File: src/hw/adc_cfg_map.vh
// Register offsets, fields, reset values and timing for the ADC config host
`ifndef ADC_CFG_MAP_VH
`define ADC_CFG_MAP_VH

// ************************************************************
// Host register map (APB byte addresses)
// ************************************************************
`define HOST_CTRL_OFS      8'h00
`define HOST_ADDR_OFS      8'h04
`define HOST_WDATA_OFS     8'h08
`define HOST_RDATA_OFS     8'h0C
`define HOST_STATUS_OFS    8'h10
`define HOST_DIV_OFS       8'h14

// ************************************************************
// Control register fields
// ************************************************************
`define CTRL_START_BIT     0
`define CTRL_READ_BIT      1
`define CTRL_LSB_BIT       2
`define CTRL_LEN_LO_BIT    3
`define CTRL_LEN_HI_BIT    4
`define CTRL_STRAP_BIT     5
`define CTRL_DUTY_BIT      6
`define CTRL_FMT_BIT       7
`define CTRL_RESET_BIT     8
`define CTRL_RESET_VAL     9'h000

// ************************************************************
// Status fields, divider
// ************************************************************
`define STAT_BUSY_BIT      0
`define STAT_DONE_BIT      1
`define DIV_RESET_VAL      8'h04
`define DIV_MIN_VAL        8'h04

// ************************************************************
// Serial frame layout
// ************************************************************
`define INSTR_BITS         6'h10
`define BYTE_BITS          6'h08
`define ADDR_W             13

// ************************************************************
// Device register space (far end)
// ************************************************************
`define DEV_CHIP_CFG_LO    13'h0000
`define DEV_CHIP_CFG_HI    13'h0002
`define DEV_INDEX_LO       13'h0004
`define DEV_INDEX_HI       13'h0005
`define DEV_TRANSFER       13'h00FF
`define DEV_GLOBAL_LO      13'h0008
`define DEV_GLOBAL_HI      13'h0009
`define DEV_PRODUCT_LO     13'h000B
`define DEV_PRODUCT_HI     13'h0025
`define DEV_CLK_PHASE_OFS  13'h0014
`define DEV_CLK_PHASE_RST  8'h00

`endif

File: src/hw/adc_cfg_host.v
// APB-controlled serial programming host for the ADC configuration port
`timescale 1ns/1ps
`include "adc_cfg_map.vh"

module adc_cfg_host (
  input  wire        pclk,
  input  wire        presetn,
  input  wire        psel,
  input  wire        penable,
  input  wire        pwrite,
  input  wire [7:0]  paddr,
  input  wire [31:0] pwdata,
  output reg  [31:0] prdata,
  output wire        pready,
  output wire        pslverr,
  output reg         serial_select_n,
  output reg         sclk_out,
  output reg         sdio_out,
  output reg         sdio_oe,
  input  wire        sdio_in,
  output reg         device_reset
);

  // ************************************************************
  // States
  // ************************************************************
  localparam [4:0] S_IDLE = 5'b00001;
  localparam [4:0] S_LEAD = 5'b00010;
  localparam [4:0] S_LOW  = 5'b00100;
  localparam [4:0] S_HIGH = 5'b01000;
  localparam [4:0] S_TAIL = 5'b10000;

  // ************************************************************
  // Registers
  // ************************************************************
  reg  [8:0]             ctrl_q;
  reg  [`ADDR_W-1:0]     addr_q;
  reg  [31:0]            wdata_q;
  wire [31:0]            rdata_q;
  reg  [7:0]             div_q;
  reg                    done_q;
  reg  [4:0]             state_q;
  reg  [7:0]             tmr_q;
  reg  [5:0]             bit_q;
  reg  [5:0]             last_q;
  reg                    sin_meta_q;
  reg                    sin_q;
  reg                    start_q;

  wire                   busy;
  wire                   wr_acc;
  wire                   wr_idle;
  wire                   wr_ctrl;
  wire                   wr_addr;
  wire                   wr_wdata;
  wire                   wr_div;
  wire                   rd_setup;
  wire                   tmr_done;
  wire                   in_data;
  wire                   cap_en;
  wire [4:0]             cap_idx;
  wire [5:0]             dbit;
  wire [5:0]             last_bit;
  reg  [31:0]            prdata_d;
  wire [1:0]             len_code;
  wire [15:0]            instr;
  wire                   addr_ok;
  wire                   lsb;
  wire                   is_read;

  assign busy     = (state_q != S_IDLE);

  // ************************************************************
  // APB decode
  // ************************************************************
  assign wr_acc   = psel & penable & pwrite;
  assign wr_idle  = wr_acc & ~busy;
  assign wr_ctrl  = wr_acc & (paddr == `HOST_CTRL_OFS);
  assign wr_addr  = wr_idle & (paddr == `HOST_ADDR_OFS);
  assign wr_wdata = wr_idle & (paddr == `HOST_WDATA_OFS);
  assign wr_div   = wr_acc & (paddr == `HOST_DIV_OFS);
  assign rd_setup = psel & ~penable & ~pwrite;
  // Zero wait states: every access completes in its first access cycle
  assign pready   = 1'b1;
  assign addr_ok  = (paddr == `HOST_CTRL_OFS) | (paddr == `HOST_ADDR_OFS) |
                    (paddr == `HOST_WDATA_OFS) | (paddr == `HOST_RDATA_OFS) |
                    (paddr == `HOST_STATUS_OFS) | (paddr == `HOST_DIV_OFS);
  assign pslverr  = psel & penable & ~addr_ok;
  assign tmr_done = (tmr_q == 8'h00);
  assign lsb      = ctrl_q[`CTRL_LSB_BIT];
  assign is_read  = ctrl_q[`CTRL_READ_BIT];
  assign len_code = {ctrl_q[`CTRL_LEN_HI_BIT], ctrl_q[`CTRL_LEN_LO_BIT]};
  assign instr    = {is_read, len_code, addr_q};

  // ************************************************************
  // Frame bookkeeping
  // ************************************************************
  assign in_data  = (bit_q >= `INSTR_BITS);
  assign dbit     = bit_q - `INSTR_BITS;
  // 16 instruction bits plus 1 to 4 bytes; code 3 must not wrap to 0
  assign last_bit = `INSTR_BITS + `BYTE_BITS - 6'h01 +
                    {1'b0, len_code, 3'h0};
  assign cap_en   = ((state_q == S_LEAD) | (state_q == S_LOW)) & tmr_done &
                    is_read & in_data;
  assign cap_idx  = lsb ? dbit[4:0] : {dbit[4:3], 3'h7 - dbit[2:0]};

  // ************************************************************
  // Bit selection for the current position
  // ************************************************************
  function tx_bit;
    input [5:0]  idx;
    input [15:0] ins;
    input [31:0] wd;
    input        lsb_first;
    reg   [5:0]  d;
    reg   [3:0]  ii;
    begin
      d  = idx - `INSTR_BITS;
      ii = idx[3:0];
      if (idx < `INSTR_BITS) begin
        tx_bit = lsb_first ? ins[ii] : ins[4'hF - ii];
      end else begin
        tx_bit = lsb_first ? wd[{d[4:3], d[2:0]}] :
                             wd[{d[4:3], 3'h7 - d[2:0]}];
      end
    end
  endfunction

  // ************************************************************
  // Data pin synchroniser
  // ************************************************************
  always @(posedge pclk or negedge presetn) begin
    if (!presetn) begin
      sin_meta_q <= 1'b0;
      sin_q      <= 1'b0;
    end else begin
      sin_meta_q <= sdio_in;
      sin_q      <= sin_meta_q;
    end
  end

  // ************************************************************
  // APB register writes
  // ************************************************************
  always @(posedge pclk or negedge presetn) begin
    if (!presetn) begin
      ctrl_q  <= `CTRL_RESET_VAL;
      addr_q  <= {`ADDR_W{1'b0}};
      wdata_q <= 32'h00000000;
      div_q   <= `DIV_RESET_VAL;
      start_q <= 1'b0;
    end else begin
      start_q <= 1'b0;
      if (wr_ctrl) begin
        // Frame settings except the divider are frozen while a frame runs
        if (!busy) begin
          ctrl_q  <= pwdata[8:0];
          start_q <= pwdata[`CTRL_START_BIT] & ~pwdata[`CTRL_STRAP_BIT];
        end else begin
          ctrl_q[`CTRL_RESET_BIT] <= pwdata[`CTRL_RESET_BIT];
        end
      end
      if (wr_addr) begin
        addr_q <= pwdata[`ADDR_W-1:0];
      end
      // Software must clear unused bits itself
      if (wr_wdata) begin
        wdata_q <= pwdata;
      end
      if (wr_div) begin
        // Floor keeps the read sample clear of the sync delay
        div_q <= (pwdata[7:0] < `DIV_MIN_VAL) ? `DIV_MIN_VAL : pwdata[7:0];
      end
    end
  end

  // ************************************************************
  // APB read mux
  // ************************************************************
  always @* begin
    case (paddr)
      `HOST_CTRL_OFS:   prdata_d = {23'h000000, ctrl_q};
      `HOST_ADDR_OFS:   prdata_d = {19'h00000, addr_q};
      `HOST_WDATA_OFS:  prdata_d = wdata_q;
      `HOST_RDATA_OFS:  prdata_d = rdata_q;
      `HOST_STATUS_OFS: prdata_d = {30'h00000000, done_q, busy};
      `HOST_DIV_OFS:    prdata_d = {24'h000000, div_q};
      default:          prdata_d = 32'h00000000;
    endcase
  end

  // ************************************************************
  // APB read data, taken in the setup cycle
  // ************************************************************
  // Registered so the access phase sees a settled word
  always @(posedge pclk or negedge presetn) begin
    if (!presetn) begin
      prdata <= 32'h00000000;
    end else if (rd_setup) begin
      prdata <= prdata_d;
    end
  end

  // ************************************************************
  // Serial frame engine
  // ************************************************************
  always @(posedge pclk or negedge presetn) begin
    if (!presetn) begin
      state_q         <= S_IDLE;
      tmr_q           <= 8'h00;
      bit_q           <= 6'h00;
      last_q          <= 6'h00;
      done_q          <= 1'b0;
      serial_select_n <= 1'b1;
      sclk_out        <= 1'b0;
      sdio_out        <= 1'b0;
      sdio_oe         <= 1'b0;
      device_reset    <= 1'b0;
    end else begin
      device_reset <= ctrl_q[`CTRL_RESET_BIT];
      if (tmr_q != 8'h00) begin
        tmr_q <= tmr_q - 8'h01;
      end
      case (state_q)
        S_IDLE: begin
          serial_select_n <= 1'b1;
          if (ctrl_q[`CTRL_STRAP_BIT]) begin
            // Static levels for a device run without the port
            sclk_out <= ctrl_q[`CTRL_FMT_BIT];
            sdio_out <= ctrl_q[`CTRL_DUTY_BIT];
            sdio_oe  <= 1'b1;
          end else begin
            sclk_out <= 1'b0;
            sdio_out <= 1'b0;
            sdio_oe  <= 1'b0;
          end
          if (start_q) begin
            done_q          <= 1'b0;
            serial_select_n <= 1'b0;
            sclk_out        <= 1'b0;
            bit_q           <= 6'h00;
            last_q          <= last_bit;
            sdio_out <= tx_bit(6'h00, instr, wdata_q, lsb);
            sdio_oe  <= 1'b1;
            tmr_q    <= div_q - 8'h01;
            state_q  <= S_LEAD;
          end
        end
        S_LEAD, S_LOW: begin
          if (tmr_done) begin
            sclk_out <= 1'b1;
            tmr_q    <= div_q - 8'h01;
            state_q  <= S_HIGH;
          end
        end
        S_HIGH: begin
          if (tmr_done) begin
            sclk_out <= 1'b0;
            tmr_q    <= div_q - 8'h01;
            if (bit_q == last_q) begin
              sdio_oe <= 1'b0;
              state_q <= S_TAIL;
            end else begin
              bit_q    <= bit_q + 6'h01;
              sdio_out <= tx_bit(bit_q + 6'h01, instr, wdata_q, lsb);
              // Release the pin for the read data phase
              sdio_oe  <= ~(is_read &&
                            (bit_q + 6'h01 >= `INSTR_BITS));
              state_q  <= S_LOW;
            end
          end
        end
        S_TAIL: begin
          if (tmr_done) begin
            serial_select_n <= 1'b1;
            done_q          <= 1'b1;
            state_q         <= S_IDLE;
          end
        end
        default: begin
          state_q <= S_IDLE;
        end
      endcase
    end
  end

  // ************************************************************
  // Receive word, one flop per bit
  // ************************************************************
  // Device drives since the last falling edge; sample at the rise
  genvar gi;
  generate
    for (gi = 0; gi < 32; gi = gi + 1) begin : g_rx
      reg cell_q;
      always @(posedge pclk or negedge presetn) begin
        if (!presetn) begin
          cell_q <= 1'b0;
        end else if (cap_en && ({27'h0000000, cap_idx} == gi)) begin
          cell_q <= sin_q;
        end
      end
      assign rdata_q[gi] = cell_q;
    end
  endgenerate

endmodule

File: config.mk
export PLATFORM = sky130hd
export DESIGN_NAME = adc_cfg_host
export DESIGN_NICKNAME = d
export VERILOG_FILES = /design/src/hw/adc_cfg_host.v
export VERILOG_INCLUDE_DIRS = /design/src /design/src/hw
export SDC_FILE = /design/constraint.sdc
export NUM_CORES = 1
export LEC_CHECK = 0
export BUFFER_PORTS_ARGS = -buffer_cell sky130_fd_sc_hd__buf_2
export CAP_MARGIN = 10
export CORE_ASPECT_RATIO = 0.8
export CORE_UTILIZATION = 61
export CTS_CLUSTER_SIZE = 10
export DETAILED_ROUTE_END_ITERATION = 10
export HOLD_SLACK_MARGIN = 0.1
export PLACE_DENSITY = 0.82
export SYNTH_ARGS = -nofsm -noshare
export SYNTH_HDL_FRONTEND = slang
export SYNTH_SLANG_ARGS = --single-unit
File: constraint.sdc
create_clock -name pclk -period 7.42 [get_ports pclk]
set_input_delay 0.742 -clock pclk [delete_from_list [all_inputs] [get_ports pclk]]
set_output_delay 0.742 -clock pclk [all_outputs]
set_load 0.02 [all_outputs]
======== Word level (Yosys, flattened, before mapping) ========
Index checks and enable logic that the tools add are counted.
W data, S select, Z words.
storage, ports and cells
  flip-flop bits (word level) ............. 160
  latch bits .............................. 0
  bits in writable memories ............... 0
  ROM bits ................................ 0
  input bits .............................. 46
  output and inout port bits .............. 39
  logic and storage cells ................. 243
  memories kept ........................... 0
cells by class
  $add $sub $neg .......................... 9
  $mul .................................... 0
  div/mod/pow operators ................... 0
  $lt $le $gt $ge ......................... 8
  eq/ne operators ......................... 48
  shifts and indexed selects .............. 0
  multiplexer cells ....................... 50
  bitwise gates (word level) .............. 26
  reductions and logical operators ........ 51
operators with widths
  operator               count
  $pmux W32 S6           1
  $eq A5 B5 Y1 const B   17
  $eq A5 B4 Y1 const B   9
  $logic_and A1 B1 Y1    33
  $mux W8                4
  $eq A5 B3 Y1 const B   5
  $mux W5                5
  $mux W1                24
  $pmux W5 S4            1
  $mux W6                3
  $eq A8 B4 Y1 const B   2
  $eq A8 B5 Y1 const B   2
  $logic_not A8 Y1       2
  $pmux W8 S2            1
  $sub A8 B1 Y8 const B  2
  $eq A5 B2 Y1 const B   3
  $and A1 B1 Y1          14
  $ge A6 B5 Y1 const B   2
  $lt A5 B6 Y1 const B   2
  $pmux W6 S2            1
  $bmux W1 S5            2
  $eq A5 B1 Y1 const B   2
  $lt A4 B5 Y1 const B   2
  $ne A2 B2 Y1 const B   5
  25 further kinds       48

======== Logic depth before layout (Yosys ltp) ========
  depth in word-level cells ............... 10
  mapped depth ............................ 9
  depth with buffers taken out ............ 7

======== Worst setup path after synthesis ========
OpenSTA, ideal clock, no wires.
  path kind ............................... input-to-reg
  from .................................... input port paddr[5]
  to ...................................... register addr_q[10]
  setup time .............................. 0.125 ns
  data arrival time ....................... 2.749 ns
  required time ........................... 7.295 ns
  slack ................................... 4.546 ns
  cell stages on the path ................. 7
  path buffers ............................ 3
  cells stage by stage .................... or4_4 > or3_1 > buf_6 > or4_4 > buf_6 > buf_12 > mux2_4
on the way
  longest elaborated chain between the ends .. 2
ends and longest elaborated chain
  what                  RTL line            RTL
  start, declared       adc_cfg_host.v:11   input wire [7:0] paddr,
  $eq A8 B3 Y1          -
  $and A1 B1 Y1         adc_cfg_host.v:79   assign wr_addr = wr_idle & (paddr == `HOST_ADDR_OFS);
  end signal, assigned  adc_cfg_host.v:148  addr_q <= {`ADDR_W{1'b0}};
  end signal, assigned  adc_cfg_host.v:164  addr_q <= pwdata[`ADDR_W-1:0];
  end, declared         adc_cfg_host.v:37   reg [`ADDR_W-1:0] addr_q;
Every way passes these cells.
A chain may end at the register's enable or synchronous reset.

======== Worst setup path after layout ========
  from .................................... register bit_q[0]
  to ...................................... register sdio_out
on the way
  longest elaborated chain between the ends .. 10
  elaborated cells between the ends (all ways) .. 22
  classes of those cells .................. add/sub: 4; order compare: 1; eq/ne: 2; mux: 14; reduce/logical: 1
ends and longest elaborated chain
  what                           RTL line            RTL
  start, declared                adc_cfg_host.v:44   reg [5:0] bit_q;
  start signal, assigned         adc_cfg_host.v:264  bit_q <= bit_q + 6'h01;
  $add A6 B1 Y6                  adc_cfg_host.v:265  sdio_out <= tx_bit(bit_q + 6'h01, instr, wdata_q, lsb);
  $sub A5 B5 Y5 (no line)        -
  $sub A3 B3 Y3                  adc_cfg_host.v:124  wd[{d[4:3], 3'h7 - d[2:0]}];
  $bmux W1 S5                    adc_cfg_host.v:124
  $mux W1 (implied by the code)  adc_cfg_host.v:124
  $mux W1                        adc_cfg_host.v:123  tx_bit = lsb_first ? wd[{d[4:3], d[2:0]}] :
  $mux W1                        adc_cfg_host.v:120  if (idx < `INSTR_BITS) begin
  $mux W1                        adc_cfg_host.v:260  if (bit_q == last_q) begin
  $mux W1                        adc_cfg_host.v:257  if (tmr_done) begin
  $pmux W1 S2                    adc_cfg_host.v:224  case (state_q)
  end signal, assigned           adc_cfg_host.v:230  sdio_out <= ctrl_q[`CTRL_DUTY_BIT];
  end signal, assigned           adc_cfg_host.v:243  sdio_out <= tx_bit(6'h00, instr, wdata_q, lsb);
  end signal, assigned           adc_cfg_host.v:265
  end, declared                  adc_cfg_host.v:18   output reg sdio_out,
Parallel ways exist; a longest one is shown, timed or not. The select of a mux whose other input is x is not followed.

==> flow_summary.toml <==
[setup_path]
cp_slowest_cell = "ha_1"
worst-path-stages = 7
endpoint_kind = "flip-flop"
path_buf_inv = 2
slowest_delay_ns = 0.93
path_max_fanout = 29
crit_chain = "buf_4 -> ha_1 -> inv_1 -> mux4_2 -> a2111oi_0 -> nor4_1 -> o211ai_1"
crit_type = "reg2reg"
critical_path_arrival_ns = 3.66
startpoint_type = "flip-flop"
cp.required_ns = 7.76
reg2reg_depth = 7
crit_family = "adder cells"

[grt]
grt_pass1_vias = 6533
grt_pass1_wl_mm = 34.2
antenna_found_initial = 0
gr-total-overflow = 0
grt_usage_pct = 32.2
grt_max_degree = 90

[layout]
multiInputGateArea_mm2 = 0.00397
antennaDiodeCount = 0
nFillCells = 897
regArea_mm2 = 0.00396
nets = 847
drive_above_1_share_pct = 30.9
syn_to_final_growth_pct = 13.5
utilization_pct = 71.8

[sta]
setup_tns_ns = 0
rsz0062_at_grt = "no"
clock.fmax_ghz = 0.302
period_share_pct = 44.7
final_max_slew_viol_count = 0
slew_headroom_pct = 19.8
setup_viol = 0
worstMarginPinSlew_ns = 1.20
post-route-min-period_ns = 3.32
hold_viol = 0
whs_ns = 0.364
fin_skew_ns = 0.00907

[clocking]
cts-buffers-inserted = 17
insertion_delay_ns = 0.43
tritoncts = "built"
h-tree-depth = 4
clk_pin_slew_ns = 0.06
hold_buffers = 0
postCtsSetupBuffers = 0
root_buffer = "clkbuf_16"
cts.sinks = 158
cts_resized = 0
cts.path.max_buffers = 2

[drt]
drt-initial-drc-count = 747
viasPerCell = 6.50
finalWirelength_mm = 20.9
routedWlPerCell_um = 21.2
ant_nets = 0
drc = 0
first_pass_iters = 5
num_vias = 6398

[logic_synthesis]
syn_area_mm2 = 0.00820
async_flop_share_pct = 100
netlist_top_cells_count = "dfrtp_1, nand2_1, mux2_2"
synth_nets = 782
ys_seq_area_share_pct = 48.3
synth_cells = 732
synth_most_common_cell = "dfrtp_1"
ys_types = 64
synth_seq_cells = 158
synth-edff-count = 0
synth-main-ff-cell = "dfrtp_1"
synth_area_leaders = "dfrtp_1, mux2_2, mux4_2"
yosys_warnings = 0
synth.avg_cell_area_um2 = 11.2
synth_top_area_share_pct = 47.3
synth_top_cell_by_area = "dfrtp_1"

[floorplan]
start_util_pct = 63.2
core.rowCount = 37
num_io_pins = 85
die_y_um = 106
fp.dieW_um = 132
core_mm2 = 0.0130
die_area_mm2 = 0.0139

[min_path]
hold_path_class = "in2async"

[placed_design]
routabilityCongestion = 0.896
dp_hpwl_mm = 14.2
place.port_buffers = 83

[run_status]
status = "completed"

[pwr]
power_leakage_uw = 0.00433
sw_frac_of_total_pct = 23.8
comb_power_share_pct = 8.6
finalPower_uw = 2040
powerDensity_mw_per_mm2 = 220
clkPwrFrac_pct = 45.6
switchingPower_uw = 487
seqPwrFrac_pct = 45.8
p_int_uw = 1560
peakVddDrop_uv = 214

[flow_run]
cap_violations = 0
==> kinds of logic after synthesis <==
family | after synthesis | share of synthesized area (%)
other | 1 | 0.0458
buffers and inverters | 59 | 3.40
xor gates and xnor gates | 24 | 2.66
DFF | 158 | 48.3
AOI/OAI and AO/OA | 134 | 10.5
adders and majority gates | 4 | 0.611
muxes | 140 | 22.5
and+or+nand+nor | 212 | 12.0
==> cell usage in the layout, fill, tap and decap left out, types with 5 or more instances in the layout <==
cell,n
nor4_1,8
buf_4,6
a21oi_1,15
nor2_1,44
or3_1,7
mux2_4,8
nor2b_1,5
a22o_1,8
buf_2,83
nand3_1,13
xor2_1,9
o21ai_0,46
inv_1,13
o22ai_1,12
mux2_2,83
nor3_1,10
mux2i_1,25
xnor2_1,14
a22oi_1,21
dfrtp_1,155
a31oi_1,5
nand2b_1,5
clkbuf_16,17
mux4_2,24
nand2_1,97
==> per-stage QoR <==
step | setup WS (ns) | cell area (µm²) | instances
CTS | 4.12 | 9300 | 983
floorplan | 4.55 | 8200 | 732
global route | 3.91 | 9310 | 985
finish | 4.10 | 9310 | 985
detailed placement | 3.88 | 8660 | 951
global placement | 4.04 | 8660 | 951
==> per-layer routing <==
metal | track usage (%) | share of wire (%) | vias to the layer above
met5 | 0 | 0 | -
met4 | 11.4 | 2.2 | 0
met3 | 8.23 | 9.0 | 44
met2 | 48.5 | 46 | 356
met1 | 45.4 | 43 | 3206
li1 | - | - | 2792
==> final timing paths <==
| check | start | endpoint | slack, ns |
|---|---|---|---|
| max | bit_q[0] | sdio_out | 4.10 |
| min | presetn | tmr_q[7] | 0.36 |
| max reg2reg | bit_q[0] | sdio_out | 4.10 |
| min reg2reg | sin_meta_q | sin_q | 0.37 |
| max in group asynchronous | presetn | g_rx[16].cell_q | 5.70 |
| min in group pclk | sin_meta_q | sin_q | 0.37 |
==> worst register-to-register path: stages (launching register included) <==
cell	delay [ns]
dfrtp_1	0.37
buf_4	0.25
ha_1	0.94
inv_1	0.42
mux4_2	0.55
a2111oi_0	0.41
nor4_1	0.11
o211ai_1	0.19
==> state kept, by name, summed over array words and instances (netlist names), 4 cells and up <==
signal	flops
g_rx.cell_q	32
prdata	32
wdata_q	32
addr_q	13
ctrl_q	9
div_q	8
tmr_q	8
bit_q	6
state_q	5
last_q	4
==> cell type report <==
type	instances	area share, %
clock buffer	21	5.06
clock inverter	11	1.75
inverter	14	0.565
multi-input combinational	515	42.6
sequential	158	42.5
tap	175	2.35
timing repair buffer	91	5.12
==> power groups by stage <==
stage / Clock, µW / Sequential (µW) / Combinational [µW]
6_report: 932 / 935 / 176
5_1_grt: 972 / 937 / 196
4_1_cts: 938 / 932 / 176
3_5_place_dp: 0 / 947 / 172
3_3_place_gp: 0 / 944 / 161
2_1_floorplan: 0 / 939 / 109
(Power assumes the default switching activity.)
